==> src/shared/pscl_pkg.sv <==
/*
  pscl_pkg: constants for the strap capture and indicator block.
  Assumes a single 10 MHz clock; register indices are word indices.
*/
package pscl_pkg;
  // ****************************
  // clock and timing
  // ****************************
  localparam int CLK_HZ      = 10_000_000;
  localparam int BLINK_MS    = 50;                         // blink half period
  localparam int BLINK_CYC   = (CLK_HZ / 1000) * BLINK_MS;
  // ****************************
  // register bus
  // ****************************
  localparam int         ADDR_W    = 7;
  localparam logic [4:0] IDX_CTRL  = 5'h00;
  localparam logic [4:0] IDX_ADV   = 5'h04;
  localparam logic [4:0] IDX_WAKE  = 5'h16;
  localparam logic [4:0] IDX_STRAP = 5'h1A;
  localparam logic [4:0] IDX_LED   = 5'h1F;
  localparam logic [1:0] RESP_OKAY = 2'h0;
  localparam logic [1:0] RESP_SLV  = 2'h2;
  // ****************************
  // field positions
  // ****************************
  localparam int CTRL_SPEED = 13;
  localparam int ADV_100FD  = 8;
  localparam int ADV_100HD  = 7;
  localparam int WAKE_EN    = 15;
  localparam int BCAST_OFF  = 9;
  localparam int LED_LSB    = 4;
  // ****************************
  // codes and reset values
  // ****************************
  localparam logic [2:0] MODE_RMII = 3'h1;
  localparam logic [2:0] MODE_B2B  = 3'h5;
  localparam logic [1:0] LED_SPEED = 2'h0;
  localparam logic [1:0] LED_ACT   = 2'h1;
  localparam logic [1:0] LED_RST   = 2'h0;
  localparam logic [1:0] ADDR_HI   = 2'h0;
  // ****************************
  // shared pin positions
  // ****************************
  localparam int NPIN      = 9;
  localparam int PIN_ADDR  = 0;
  localparam int PIN_MODE  = 3;
  localparam int PIN_WAKE  = 6;
  localparam int PIN_BCAST = 7;
  localparam int PIN_LED   = 8;
  typedef enum logic [1:0] {
    CAP_WAIT = 2'b01,
    CAP_DONE = 2'b10
  } pscl_cap_e;
endpackage

==> src/rtl/pscl_sync.sv <==
/*
  pscl_sync: two flip-flop synchroniser, one per bit.
  Assumes inputs are asynchronous pins; no reset so pin levels flow during reset.
*/
`timescale 1ns/100ps
module pscl_sync #(
  parameter int W = 1
) (
  // clock
  input  wire logic         clk_i,
  // data
  input  wire logic [W-1:0] d_i,
  output logic      [W-1:0] q_o
);
  generate
    if (W < 1) begin : g_chk
      $error("pscl_sync width must be at least 1");
    end
  endgenerate

  genvar i;
  generate
    for (i = 0; i < W; i++) begin : g_bit
      logic meta_reg;
      logic sync_reg;
      // first flop feeds only the second
      always_ff @(posedge clk_i) begin
        meta_reg <= d_i[i];
        sync_reg <= meta_reg;
      end
      assign q_o[i] = sync_reg;
    end
  endgenerate
endmodule

==> src/rtl/pscl_led.sv <==
/*
  pscl_led: speed/activity indicator driver with blink timer.
  Assumes mode, speed and activity come from logic on the same clock.
*/
`timescale 1ns/100ps
module pscl_led #(
  parameter int BLINK_CYC = pscl_pkg::BLINK_CYC
) (
  // clock and reset
  input  wire logic       clk_i,
  input  wire logic       rstn_i,
  // control
  input  wire logic [1:0] mode_i,
  input  wire logic       speed100_i,
  input  wire logic       activity_i,
  // pin level
  output logic            led_o
);
  localparam int CW = $clog2(BLINK_CYC + 1);
  generate
    if (BLINK_CYC < 1) begin : g_chk
      $error("pscl_led blink count must be at least 1");
    end
  endgenerate

  logic [CW-1:0] cnt_reg, cnt_next;
  logic          tog_reg, tog_next;
  logic          led_reg, led_next;

  // blink timer and pin level select
  always_comb begin
    cnt_next = cnt_reg;
    tog_next = tog_reg;
    if (!activity_i) begin
      cnt_next = '0;
      tog_next = 1'b1;
    end else if (cnt_reg == CW'(BLINK_CYC - 1)) begin
      cnt_next = '0;
      tog_next = ~tog_reg;
    end else begin
      cnt_next = cnt_reg + CW'(1);
    end
    unique case (mode_i)
      pscl_pkg::LED_SPEED: led_next = ~speed100_i;
      pscl_pkg::LED_ACT:   led_next = activity_i ? tog_reg : 1'b1;
      default:             led_next = 1'b1;
    endcase
  end

  // registers
  always_ff @(posedge clk_i) begin
    if (!rstn_i) begin
      cnt_reg <= '0;
      tog_reg <= 1'b1;
      led_reg <= 1'b1;
    end else begin
      cnt_reg <= cnt_next;
      tog_reg <= tog_next;
      led_reg <= led_next;
    end
  end
  assign led_o = led_reg;
endmodule

==> src/rtl/pscl_top.sv <==
/*
  pscl_top: strap capture at reset release, shared pin direction control,
  RMII dibit transfer and indicator driver, with an AXI4-Lite register slave.
  Assumes rstn_i is the chip reset, synchronous to clk_i; shared pins and
  RMII transmit pins are asynchronous and are synchronised here.
*/
// Decided for this implementation: the register offsets and the AXI4-Lite register port.
`timescale 1ns/100ps
// Operation
// - Indicator mode 00 drives the pin high at 10 Mbps and low at 100 Mbps.
// - Indicator mode 01 holds the pin high when idle and toggles it on activity.
// - The reset input is active low and holds every register except the synchronisers in reset.
// - Strap pins are inputs during reset and become outputs afterwards.
// - Receive presents two data bits per clock while data valid is high.
// - Transmit takes two data bits per clock while transmit enable is high.
// - Straps are sampled once at reset release and then held.
// - Three address straps give the low station address bits 2 to 0.
// - Address 0 is broadcast unless the strap or control bit 9 disables it.
// - Station address bits 4 and 3 are zero.
// - Interface mode code 001 selects RMII and 101 selects back-to-back.
// - The wake enable strap is latched into control bit 15 at release.
// - The indicator pin level is latched as the speed select bit 13.
// - A high speed strap selects 100 Mbps and is copied to the advertisement.
module pscl_top #(
  parameter int BLINK_CYC = pscl_pkg::BLINK_CYC
) (
  // clock and reset
  input  wire logic                        clk_i,
  input  wire logic                        rstn_i,
  // shared strap pins
  input  wire logic [pscl_pkg::NPIN-1:0]   pin_i,
  output logic      [pscl_pkg::NPIN-1:0]   pin_o,
  output logic      [pscl_pkg::NPIN-1:0]   pin_oe_o,
  // rmii transmit pins from the mac
  input  wire logic                        txen_i,
  input  wire logic [1:0]                  txd_i,
  // core side receive
  input  wire logic                        rx_valid_i,
  input  wire logic [1:0]                  rx_dibit_i,
  input  wire logic                        rx_err_i,
  input  wire logic                        wake_evt_i,
  // core side transmit
  output logic                             tx_valid_o,
  output logic [1:0]                       tx_dibit_o,
  // configuration out
  output logic [4:0]                       station_addr_o,
  output logic                             bcast_en_o,
  output logic                             rmii_mode_o,
  output logic                             b2b_mode_o,
  output logic                             speed100_o,
  // axi4-lite write
  input  wire logic [pscl_pkg::ADDR_W-1:0] s_axi_awaddr,
  input  wire logic                        s_axi_awvalid,
  output logic                             s_axi_awready,
  input  wire logic [31:0]                 s_axi_wdata,
  input  wire logic [3:0]                  s_axi_wstrb,
  input  wire logic                        s_axi_wvalid,
  output logic                             s_axi_wready,
  output logic [1:0]                       s_axi_bresp,
  output logic                             s_axi_bvalid,
  input  wire logic                        s_axi_bready,
  // axi4-lite read
  input  wire logic [pscl_pkg::ADDR_W-1:0] s_axi_araddr,
  input  wire logic                        s_axi_arvalid,
  output logic                             s_axi_arready,
  output logic [31:0]                      s_axi_rdata,
  output logic [1:0]                       s_axi_rresp,
  output logic                             s_axi_rvalid,
  input  wire logic                        s_axi_rready
);
  // ****************************
  // synchronisers
  // ****************************
  logic [pscl_pkg::NPIN-1:0] pin_s;
  logic [2:0]                tx_s;

  pscl_sync #(.W(pscl_pkg::NPIN)) u_pin_sync (
    .clk_i (clk_i),
    .d_i   (pin_i),
    .q_o   (pin_s)
  );
  pscl_sync #(.W(3)) u_tx_sync (
    .clk_i (clk_i),
    .d_i   ({txen_i, txd_i}),
    .q_o   (tx_s)
  );

  // ****************************
  // strap capture
  // ****************************
  pscl_pkg::pscl_cap_e cap_reg, cap_next;
  logic [2:0] addr_reg,  addr_next;
  logic [2:0] mode_reg,  mode_next;
  logic       bstr_reg,  bstr_next;
  logic       speed_reg, speed_next;
  logic       adv_reg,   adv_next;
  logic       wake_reg,  wake_next;
  logic       boff_reg,  boff_next;
  logic [1:0] led_reg,   led_next;
  logic       cap_done;
  logic       wr_fire;
  logic [4:0] wr_idx;
  logic [31:0] wmask;

  assign cap_done = (cap_reg == pscl_pkg::CAP_DONE);

  // capture straps once, then apply software writes
  always_comb begin
    cap_next   = cap_reg;
    addr_next  = addr_reg;
    mode_next  = mode_reg;
    bstr_next  = bstr_reg;
    adv_next   = adv_reg;
    speed_next = speed_reg;
    wake_next  = wake_reg;
    boff_next  = boff_reg;
    led_next   = led_reg;
    unique case (cap_reg)
      pscl_pkg::CAP_WAIT: begin
        cap_next   = pscl_pkg::CAP_DONE;
        addr_next  = pin_s[pscl_pkg::PIN_ADDR +: 3];
        mode_next  = pin_s[pscl_pkg::PIN_MODE +: 3];
        bstr_next  = pin_s[pscl_pkg::PIN_BCAST];
        wake_next  = pin_s[pscl_pkg::PIN_WAKE];
        speed_next = pin_s[pscl_pkg::PIN_LED];
        adv_next   = pin_s[pscl_pkg::PIN_LED];
      end
      pscl_pkg::CAP_DONE: begin
        if (wr_fire && wr_idx == pscl_pkg::IDX_CTRL && wmask[pscl_pkg::CTRL_SPEED]) begin
          speed_next = s_axi_wdata[pscl_pkg::CTRL_SPEED];
        end
        if (wr_fire && wr_idx == pscl_pkg::IDX_WAKE) begin
          if (wmask[pscl_pkg::WAKE_EN]) begin
            wake_next = s_axi_wdata[pscl_pkg::WAKE_EN];
          end
          if (wmask[pscl_pkg::BCAST_OFF]) begin
            boff_next = s_axi_wdata[pscl_pkg::BCAST_OFF];
          end
        end
        if (wr_fire && wr_idx == pscl_pkg::IDX_LED && wmask[pscl_pkg::LED_LSB]) begin
          led_next = s_axi_wdata[pscl_pkg::LED_LSB +: 2];
        end
      end
    endcase
  end

  // capture registers; reset holds everything
  always_ff @(posedge clk_i) begin
    if (!rstn_i) begin
      cap_reg   <= pscl_pkg::CAP_WAIT;
      addr_reg  <= 3'h0;
      mode_reg  <= 3'h0;
      bstr_reg  <= 1'b0;
      adv_reg   <= 1'b0;
      speed_reg <= 1'b0;
      wake_reg  <= 1'b0;
      boff_reg  <= 1'b0;
      led_reg   <= pscl_pkg::LED_RST;
    end else begin
      cap_reg   <= cap_next;
      addr_reg  <= addr_next;
      mode_reg  <= mode_next;
      bstr_reg  <= bstr_next;
      adv_reg   <= adv_next;
      speed_reg <= speed_next;
      wake_reg  <= wake_next;
      boff_reg  <= boff_next;
      led_reg   <= led_next;
    end
  end

  // decoded configuration
  assign station_addr_o = {pscl_pkg::ADDR_HI, addr_reg};
  assign bcast_en_o     = ~(bstr_reg | boff_reg);
  assign rmii_mode_o    = cap_done && (mode_reg == pscl_pkg::MODE_RMII);
  assign b2b_mode_o     = cap_done && (mode_reg == pscl_pkg::MODE_B2B);
  assign speed100_o     = speed_reg;

  // ****************************
  // rmii data path and pins
  // ****************************
  logic [1:0] rxd_reg,  rxd_next;
  logic       crs_reg,  crs_next;
  logic       rxer_reg, rxer_next;
  logic       wko_reg,  wko_next;
  logic       txv_reg,  txv_next;
  logic [1:0] txd_reg,  txd_next;
  logic       led_pin;

  pscl_led #(.BLINK_CYC(BLINK_CYC)) u_led (
    .clk_i      (clk_i),
    .rstn_i     (rstn_i),
    .mode_i     (led_reg),
    .speed100_i (speed_reg),
    .activity_i (crs_reg | txv_reg),
    .led_o      (led_pin)
  );

  // one dibit per clock in each direction
  always_comb begin
    crs_next  = rx_valid_i;
    rxd_next  = rx_valid_i ? rx_dibit_i : 2'h0;
    rxer_next = rx_err_i;
    wko_next  = wake_evt_i & wake_reg;
    txv_next  = tx_s[2];
    txd_next  = tx_s[2] ? tx_s[1:0] : 2'h0;
  end

  // data path registers
  always_ff @(posedge clk_i) begin
    if (!rstn_i) begin
      rxd_reg  <= 2'h0;
      crs_reg  <= 1'b0;
      rxer_reg <= 1'b0;
      wko_reg  <= 1'b0;
      txv_reg  <= 1'b0;
      txd_reg  <= 2'h0;
    end else begin
      rxd_reg  <= rxd_next;
      crs_reg  <= crs_next;
      rxer_reg <= rxer_next;
      wko_reg  <= wko_next;
      txv_reg  <= txv_next;
      txd_reg  <= txd_next;
    end
  end

  assign tx_valid_o = txv_reg;
  assign tx_dibit_o = txd_reg;

  // output functions of the shared pins
  assign pin_o    = {led_pin, rxer_reg, wko_reg, 3'h0, crs_reg, rxd_reg};
  assign pin_oe_o = {pscl_pkg::NPIN{cap_done}};

  // ****************************
  // axi4-lite slave
  // ****************************
  logic                        awg_reg, awg_next;
  logic                        wg_reg,  wg_next;
  logic [pscl_pkg::ADDR_W-1:0] awa_reg, awa_next;
  logic [31:0]                 wd_reg,  wd_next;
  logic [3:0]                  ws_reg,  ws_next;
  logic                        bv_reg,  bv_next;
  logic [1:0]                  br_reg,  br_next;
  logic                        rv_reg,  rv_next;
  logic [31:0]                 rd_reg,  rd_next;
  logic [1:0]                  rr_reg,  rr_next;
  logic [4:0]                  rd_idx;
  logic                        wr_ok;

  assign s_axi_awready = ~awg_reg & ~bv_reg;
  assign s_axi_wready  = ~wg_reg & ~bv_reg;
  assign s_axi_arready = ~rv_reg;
  assign wr_fire = awg_reg & wg_reg & ~bv_reg;
  assign wr_idx  = awa_reg[pscl_pkg::ADDR_W-1:2];
  assign rd_idx  = s_axi_araddr[pscl_pkg::ADDR_W-1:2];
  assign wmask   = {{8{ws_reg[3]}}, {8{ws_reg[2]}}, {8{ws_reg[1]}}, {8{ws_reg[0]}}};
  assign wr_ok   = (wr_idx == pscl_pkg::IDX_CTRL) || (wr_idx == pscl_pkg::IDX_WAKE) ||
                   (wr_idx == pscl_pkg::IDX_LED);

  // write and read channel state
  always_comb begin
    awg_next = awg_reg;
    wg_next  = wg_reg;
    awa_next = awa_reg;
    wd_next  = wd_reg;
    ws_next  = ws_reg;
    bv_next  = bv_reg;
    br_next  = br_reg;
    rv_next  = rv_reg;
    rd_next  = rd_reg;
    rr_next  = rr_reg;
    if (s_axi_awvalid && s_axi_awready) begin
      awg_next = 1'b1;
      awa_next = s_axi_awaddr;
    end
    if (s_axi_wvalid && s_axi_wready) begin
      wg_next = 1'b1;
      wd_next = s_axi_wdata;
      ws_next = s_axi_wstrb;
    end
    if (wr_fire) begin
      awg_next = 1'b0;
      wg_next  = 1'b0;
      bv_next  = 1'b1;
      br_next  = wr_ok ? pscl_pkg::RESP_OKAY : pscl_pkg::RESP_SLV;
    end else if (bv_reg && s_axi_bready) begin
      bv_next = 1'b0;
    end
    if (s_axi_arvalid && s_axi_arready) begin
      rv_next = 1'b1;
      rd_next = 32'h0000_0000;
      rr_next = pscl_pkg::RESP_OKAY;
      unique case (rd_idx)
        pscl_pkg::IDX_CTRL:  rd_next[pscl_pkg::CTRL_SPEED] = speed_reg;
        pscl_pkg::IDX_ADV: begin
          rd_next[pscl_pkg::ADV_100FD] = adv_reg;
          rd_next[pscl_pkg::ADV_100HD] = adv_reg;
        end
        pscl_pkg::IDX_WAKE: begin
          rd_next[pscl_pkg::WAKE_EN]   = wake_reg;
          rd_next[pscl_pkg::BCAST_OFF] = boff_reg;
        end
        pscl_pkg::IDX_LED:   rd_next[pscl_pkg::LED_LSB +: 2] = led_reg;
        pscl_pkg::IDX_STRAP: rd_next[11:0] = {cap_done, b2b_mode_o, rmii_mode_o,
                                              bstr_reg, mode_reg, station_addr_o};
        default:             rr_next = pscl_pkg::RESP_SLV;
      endcase
    end else if (rv_reg && s_axi_rready) begin
      rv_next = 1'b0;
    end
  end

  // bus registers
  always_ff @(posedge clk_i) begin
    if (!rstn_i) begin
      awg_reg <= 1'b0;
      wg_reg  <= 1'b0;
      awa_reg <= '0;
      wd_reg  <= 32'h0000_0000;
      ws_reg  <= 4'h0;
      bv_reg  <= 1'b0;
      br_reg  <= 2'h0;
      rv_reg  <= 1'b0;
      rd_reg  <= 32'h0000_0000;
      rr_reg  <= 2'h0;
    end else begin
      awg_reg <= awg_next;
      wg_reg  <= wg_next;
      awa_reg <= awa_next;
      wd_reg  <= wd_next;
      ws_reg  <= ws_next;
      bv_reg  <= bv_next;
      br_reg  <= br_next;
      rv_reg  <= rv_next;
      rd_reg  <= rd_next;
      rr_reg  <= rr_next;
    end
  end

  assign s_axi_bvalid = bv_reg;
  assign s_axi_bresp  = br_reg;
  assign s_axi_rvalid = rv_reg;
  assign s_axi_rdata  = rd_reg;
  assign s_axi_rresp  = rr_reg;
endmodule

==> config.mk <==
export PLATFORM = sky130hd
export DESIGN_NAME = pscl_top
export DESIGN_NICKNAME = d
export VERILOG_FILES = /design/src/shared/pscl_pkg.sv /design/src/rtl/pscl_sync.sv /design/src/rtl/pscl_led.sv /design/src/rtl/pscl_top.sv
export SDC_FILE = /design/constraint.sdc
export NUM_CORES = 1
export LEC_CHECK = 0
export BUFFER_PORTS_ARGS = -buffer_cell sky130_fd_sc_hd__clkbuf_2
export CORE_MARGIN = 5
export CORE_UTILIZATION = 50
export CTS_BUF_LIST = sky130_fd_sc_hd__clkbuf_2
export CTS_CLUSTER_SIZE = 12
export DETAILED_ROUTE_END_ITERATION = 8
export PLACE_DENSITY = 0.87
export SLEW_MARGIN = 20
export SYNTH_ARGS = -nofsm -noshare
export SYNTH_HDL_FRONTEND = slang
export SYNTH_SLANG_ARGS = --single-unit
==> constraint.sdc <==
create_clock -name clk_i -period 2.1 [get_ports clk_i]
set_input_delay 0.315 -clock clk_i [delete_from_list [all_inputs] [get_ports clk_i]]
set_output_delay 0.315 -clock clk_i [all_outputs]
set_load 0.1 [all_outputs]
# Yosys cells after proc, flatten, opt, wreduce, memory -nomap -nowiden
# Index checks and enable logic that the tools add are counted.
# W data, S select, Z words.
[classes]
n_reduce_logical = 28
add_sub_neg = 1
n_mux = 21
n_eq_ne = 15
bitwise_logic = 16
[op_table]
columns = ["operator", "n"]
rows = [
  ["$eq A5 B5 Y1 const B", 5],
  ["$add A19 B1 Y19 const B", 1],
  ["$eq A19 B19 Y1 const B", 1],
  ["$logic_and A1 B1 Y1", 12],
  ["$mux W1", 11],
  ["$logic_not A5 Y1", 2],
  ["$reduce_and A2 Y1", 5],
  ["$not A1 Y1", 9],
  ["$pmux W1 S2", 4],
  ["$pmux W2 S2", 2],
  ["$mux W2", 3],
  ["$ne A2 B1 Y1 const B", 3],
  ["$and A1 B1 Y1", 5],
  ["$eq A5 B3 Y1 const B", 1],
  ["$reduce_or A5 Y1", 1],
  ["$eq A2 B1 Y1 const B", 2],
  ["$reduce_bool A2 Y1", 2],
  ["$eq A3 B1 Y1 const B", 1],
  ["$eq A3 B3 Y1 const B", 1],
  ["$mux W3", 1],
  ["$reduce_and A3 Y1", 1],
  ["$reduce_or A3 Y1", 1],
  ["$eq A2 B2 Y1 const B", 1],
  ["$logic_not A2 Y1", 1],
  ["3 further kinds", 5],
]
[word_totals]
regBits = 99
wordCells = 132
out_inout_bits = 71

# Logic depth before layout (Yosys ltp)
[depth]
ltp_word = 6
depth_mapped = 6
ltp_nobuf = 5

# Modules after synthesis
# From an unflattened synthesis, not the netlist that was laid out.
[unflattened]
cells_unflattened = 396
hier_area_um2 = 3787.4
[modules_own_cells]
columns = ["module", "seq_area_each_um2", "cells_per_inst", "instances", "area_per_inst_um2"]
rows = [
  ["pscl_top", 980.9, 252, 1, 2243.4],
  ["pscl_led", 420.4, 108, 1, 973.4],
  ["pscl_sync at u_pin_sync", 360.3, 27, 1, 427.9],
  ["pscl_sync at u_tx_sync", 120.1, 9, 1, 142.6],
]

# Worst setup path before layout
# OpenSTA, ideal clock, no wires.
[synth_timing]
path_type = "register to register"
startpoint = "reg cap_reg[1]"
endpoint = "reg rd_reg[9], in the netlist s_axi_rdata[9]"
arrival_time_ns = 4.322
synth_period_minus_slack_ns = 4.397
slack_ns = -2.297
stages_incl_launch_ff = 6
n_path_buf = 1
cell_sequence = "dfxtp_1 -> nor2b_1 -> clkbuf_1 -> nor4bb_1 -> a221oi_1 -> nor2_1"
[synth_via]
elab_chain_len = 3
[synth_lines]
columns = ["item", "line_no", "text"]
rows = [
  ["start, declared", "pscl_top.sv:91", "pscl_pkg::pscl_cap_e cap_reg, cap_next;"],
  ["start signal, assigned", "pscl_top.sv:150", "cap_reg <= pscl_pkg::CAP_WAIT;"],
  ["start signal, assigned", "pscl_top.sv:160", "cap_reg <= cap_next;"],
  ["$eq A2 B2 Y1", "pscl_top.sv:105", "assign cap_done = (cap_reg == pscl_pkg::CAP_DONE);"],
  ["named net cap_done", "pscl_top.sv:100", "logic cap_done;"],
  ["$logic_and A1 B1 Y1", "pscl_top.sv:175", "assign rmii_mode_o = cap_done && (mode_reg == pscl_pkg::MODE_RMII);"],
  ["named net rmii_mode_o", "pscl_top.sv:48", "output logic rmii_mode_o,"],
  ["$pmux W1 S2", "pscl_top.sv:294", "unique case (rd_idx)"],
  ["end signal, assigned", "pscl_top.sv:336", "rd_reg <= rd_next;"],
  ["end, declared", "pscl_top.sv:246", "logic [31:0] rd_reg, rd_next;"],
]
# The timed path passes the listed nets, and every way through them passes these cells.
# A chain may end at the register's enable or synchronous reset.

# Final worst setup path
[layout_timing]
startpoint = "reg cap_reg[0]"
endpoint = "out rmii_mode_o"
[layout_via]
elab_chain_len = 2
[layout_lines]
columns = ["item", "line_no"]
rows = [
  ["$eq A2 B2 Y1", "pscl_top.sv:105"],
  ["$logic_and A1 B1 Y1", "pscl_top.sv:175"],
  ["end, declared", "pscl_top.sv:48"],
]
# No other way between the ends.

==> results.json <==
{
  "netlist_area_um2": 3700,
  "power_mw": 3.76,
  "initial_core_util_pct": 51.3,
  "grt_start_max_net_pins": 53,
  "crit_path_top_delay_cell": "dfxtp_1",
  "yosysUniqueCellTypes": 44,
  "worst_slew_pin_slew_ns": 0.567,
  "cts_max_level": 3,
  "place_ws_ns": 0.227,
  "die_area_um2": 9220,
  "placed_cell_area_um2": 4230,
  "synth_edf_count": 0,
  "layout-drive-gt1-share_pct": 24.0,
  "grt_pass1_vias": 2955,
  "peakVddDrop_v": 0.000613,
  "cts_buffer_depth": 2,
  "ff_latch_area_um2": 1880,
  "die_y_um": 96.0,
  "routed_wl_um": 8660,
  "final_util_pct": 65.2,
  "setup_viol": 0,
  "path_cells": "nor2b_4 > nor4bb_4 > buf_12",
  "cts.clk_slew.worst_paths_ns": 0.26,
  "antenna_cells": 0,
  "core_area_um2": 7210,
  "avgSynthCellArea_um2": 9.68,
  "dp_cells": 545,
  "synthToLayoutAreaGrowth_pct": 27.2,
  "seq_area_frac_synth_pct": 50.9,
  "arrival_ns": 1.70,
  "track_usage_pct": 19.8,
  "rsz0062_at_grt": "false",
  "synth-seq-cells": 94,
  "start_kind": "flop",
  "path_buf_inv": 1,
  "critical_path_required_ns": 1.78,
  "critPathKind": "reg2out",
  "critPathMaxStageDelay_ns": 0.42,
  "drt_first_pass_iters": 4,
  "slew_violations": 0,
  "drtIter0Drc": 120,
  "core.rowCount": 31,
  "yosysWarnings": 0,
  "cts_tree": "yes",
  "io_pins": 145,
  "ant_nets": 0,
  "min_path_type": "in2reg",
  "hold_ws_ns": 0.0180,
  "hpwlAfterDp_um": 5850,
  "cp_top_family": "simple AND/OR/NAND/NOR gates",
  "place.gp.congestion": 0.848,
  "synthArstFlopShare_pct": 0,
  "leakage_nw": 1.99,
  "root_buffer": "clkbuf_2",
  "largest_register_ffs": 19,
  "dieWidth_um": 96.0,
  "fin_area_um2": 4700,
  "fin_crit_ns": 2.01,
  "drc": 0,
  "slew-limit-headroom_pct": 61.8,
  "final.setup.worst_slack_ns": 0.0877,
  "finalNetCount": 565,
  "wire_per_inst_um": 14.6,
  "power_density_nw_per_um2": 800,
  "max_freq_mhz": 497,
  "max_cap_violations": 0,
  "nFillCells": 536,
  "routed_via_density": 5.02,
  "crit_fanout": 4,
  "via_count": 2980,
  "yosys_most_used_dff": "dfxtp_1",
  "hold_viol_final": 0,
  "clock_sinks": 94,
  "grt-ovfl-total": 0,
  "postSynthCellCount": 382,
  "insertion_delay_ns": 0.57,
  "fin_setup_tns_ns": 0,
  "outcome": "complete, no violations",
  "fin_skew_ns": 0.0237,
  "crit_path_end_kind": "output pin",
  "cts_buffers": 9,
  "min_period_over_period_pct": 95.8,
  "portBuffers": 85,
  "multi_input_area_um2": 1580,
  "grt_pass1_wl_um": 14000,
  "antenna_found_initial": 0,
  "fin_cells": 594
}
cell usage after synthesis, types with 2 or more instances:
cell	n	area [um^2]
nor4bb_1	2	20.0
nand2b_1	4	25.0
or4_1	2	15.0
nor3b_1	3	22.5
a221oi_1	2	17.5
nand3b_1	3	22.5
nand3_1	21	105
nor2_1	32	120
nand2_1	26	97.6
xnor2_1	12	105
nand4_4	2	42.5
xor2_1	4	35.0
nand4_1	4	25.0
clkbuf_1	11	41.3
and4_1	2	17.5
mux2i_1	18	180
o21ai_0	14	70.1
buf_4	39	293
dfxtp_1	94	1880
a21oi_1	9	45.0
nor2b_1	21	131
nor4_1	6	37.5
inv_1	5	18.8
nor3_1	6	30.0
a21boi_0	12	90.1
and3_1	7	43.8
and2_1	4	25.0
final timing paths:
check	slack [ns]	cells past startpoint	to	startpoint
worst max-delay path	0.09	3	rmii_mode_o	cap_reg[0]
worst min-delay path	0.02	3	led_reg[0]	s_axi_wdata[4]
worst max register to register	0.18	5	u_led.cnt_reg[18]	u_led.cnt_reg[0]
worst min register to register	0.35	0	u_pin_sync.g_bit[6].sync_reg	u_pin_sync.g_bit[6].meta_reg
area by class of cell:
class | count | share of cell area [%]
well taps | 99 | 2.63
flip-flops and latches | 94 | 40.1
repair buffers | 124 | 20.5
multi-input cells | 256 | 33.6
clock buffers | 9 | 0.957
clock inverters | 7 | 1.86
inverters | 5 | 0.399
layout by cell type (no fill, tap or decap), drive strengths merged, types with 3 or more instances in the layout:
cell	instances
nand2b	4
nor2b	21
nand2	26
nand3b	3
inv	9
clkbuf	83
nand4	6
nor4	6
dlygate4sd3	31
a21oi	9
xor2	4
mux2i	18
conb	26
and3	7
nor3	6
buf	19
nor3b	3
nor2	32
and2	4
dfxtp	94
xnor2	12
nand3	21
a21boi	12
o21ai	15
report_power, final:
group | internal (mW) | switching, mW
clock | 0.308 | 0.666
sequential | 1.87 | 0.0532
combinational | 0.209 | 0.662
total | 2.38 | 1.38
routing by layer:
layer  part of all wire [%]  GRT usage, %  vias up  routed length, um
met5                      0             0        -                  0
met4                    2.4          9.12        0                204
met3                    7.2          5.32       20                624
met2                     52          33.9      117               4470
met1                     39          22.9     1388               3350
li1                       -             -     1455                  -
worst register-to-register path: cells and delay by family (launching register included):
family	cells	cell delay [ns]
AND/OR/NAND/NOR	3	1.00
flip-flops	1	0.47
adder cells (fa/ha/maj)	1	0.29
AO/OA/AOI/OAI	1	0.14
timing repair:
| item | 4_1_cts | 5_1_grt |
|---|---|---|
| pin swaps | 0 | 0 |
| setup buffers | 1 | 1 |
| hold buffers | 31 | 0 |
| hold endpoints to repair | 28 | 0 |
| setup endpoints to repair | 11 | 2 |
| gates resized for setup | 3 | 1 |
logic make-up (layout without fill, tap and decap cells):
logic type / Yosys count / count (layout) / synth area share, %
and+or+nand+nor: 150 / 150 / 22.4
muxes: 19 / 19 / 5.18
adders and majority gates: 1 / 1 / 0.338
AOI/OAI and AO/OA: 44 / 44 / 7.48
DFF: 94 / 94 / 50.9
xor gates and xnor gates: 16 / 16 / 3.79
other: 1 / 26 / 0.101
buffers and inverters: 57 / 145 / 9.81
No activity file was read; power rests on OpenSTA's default activity.
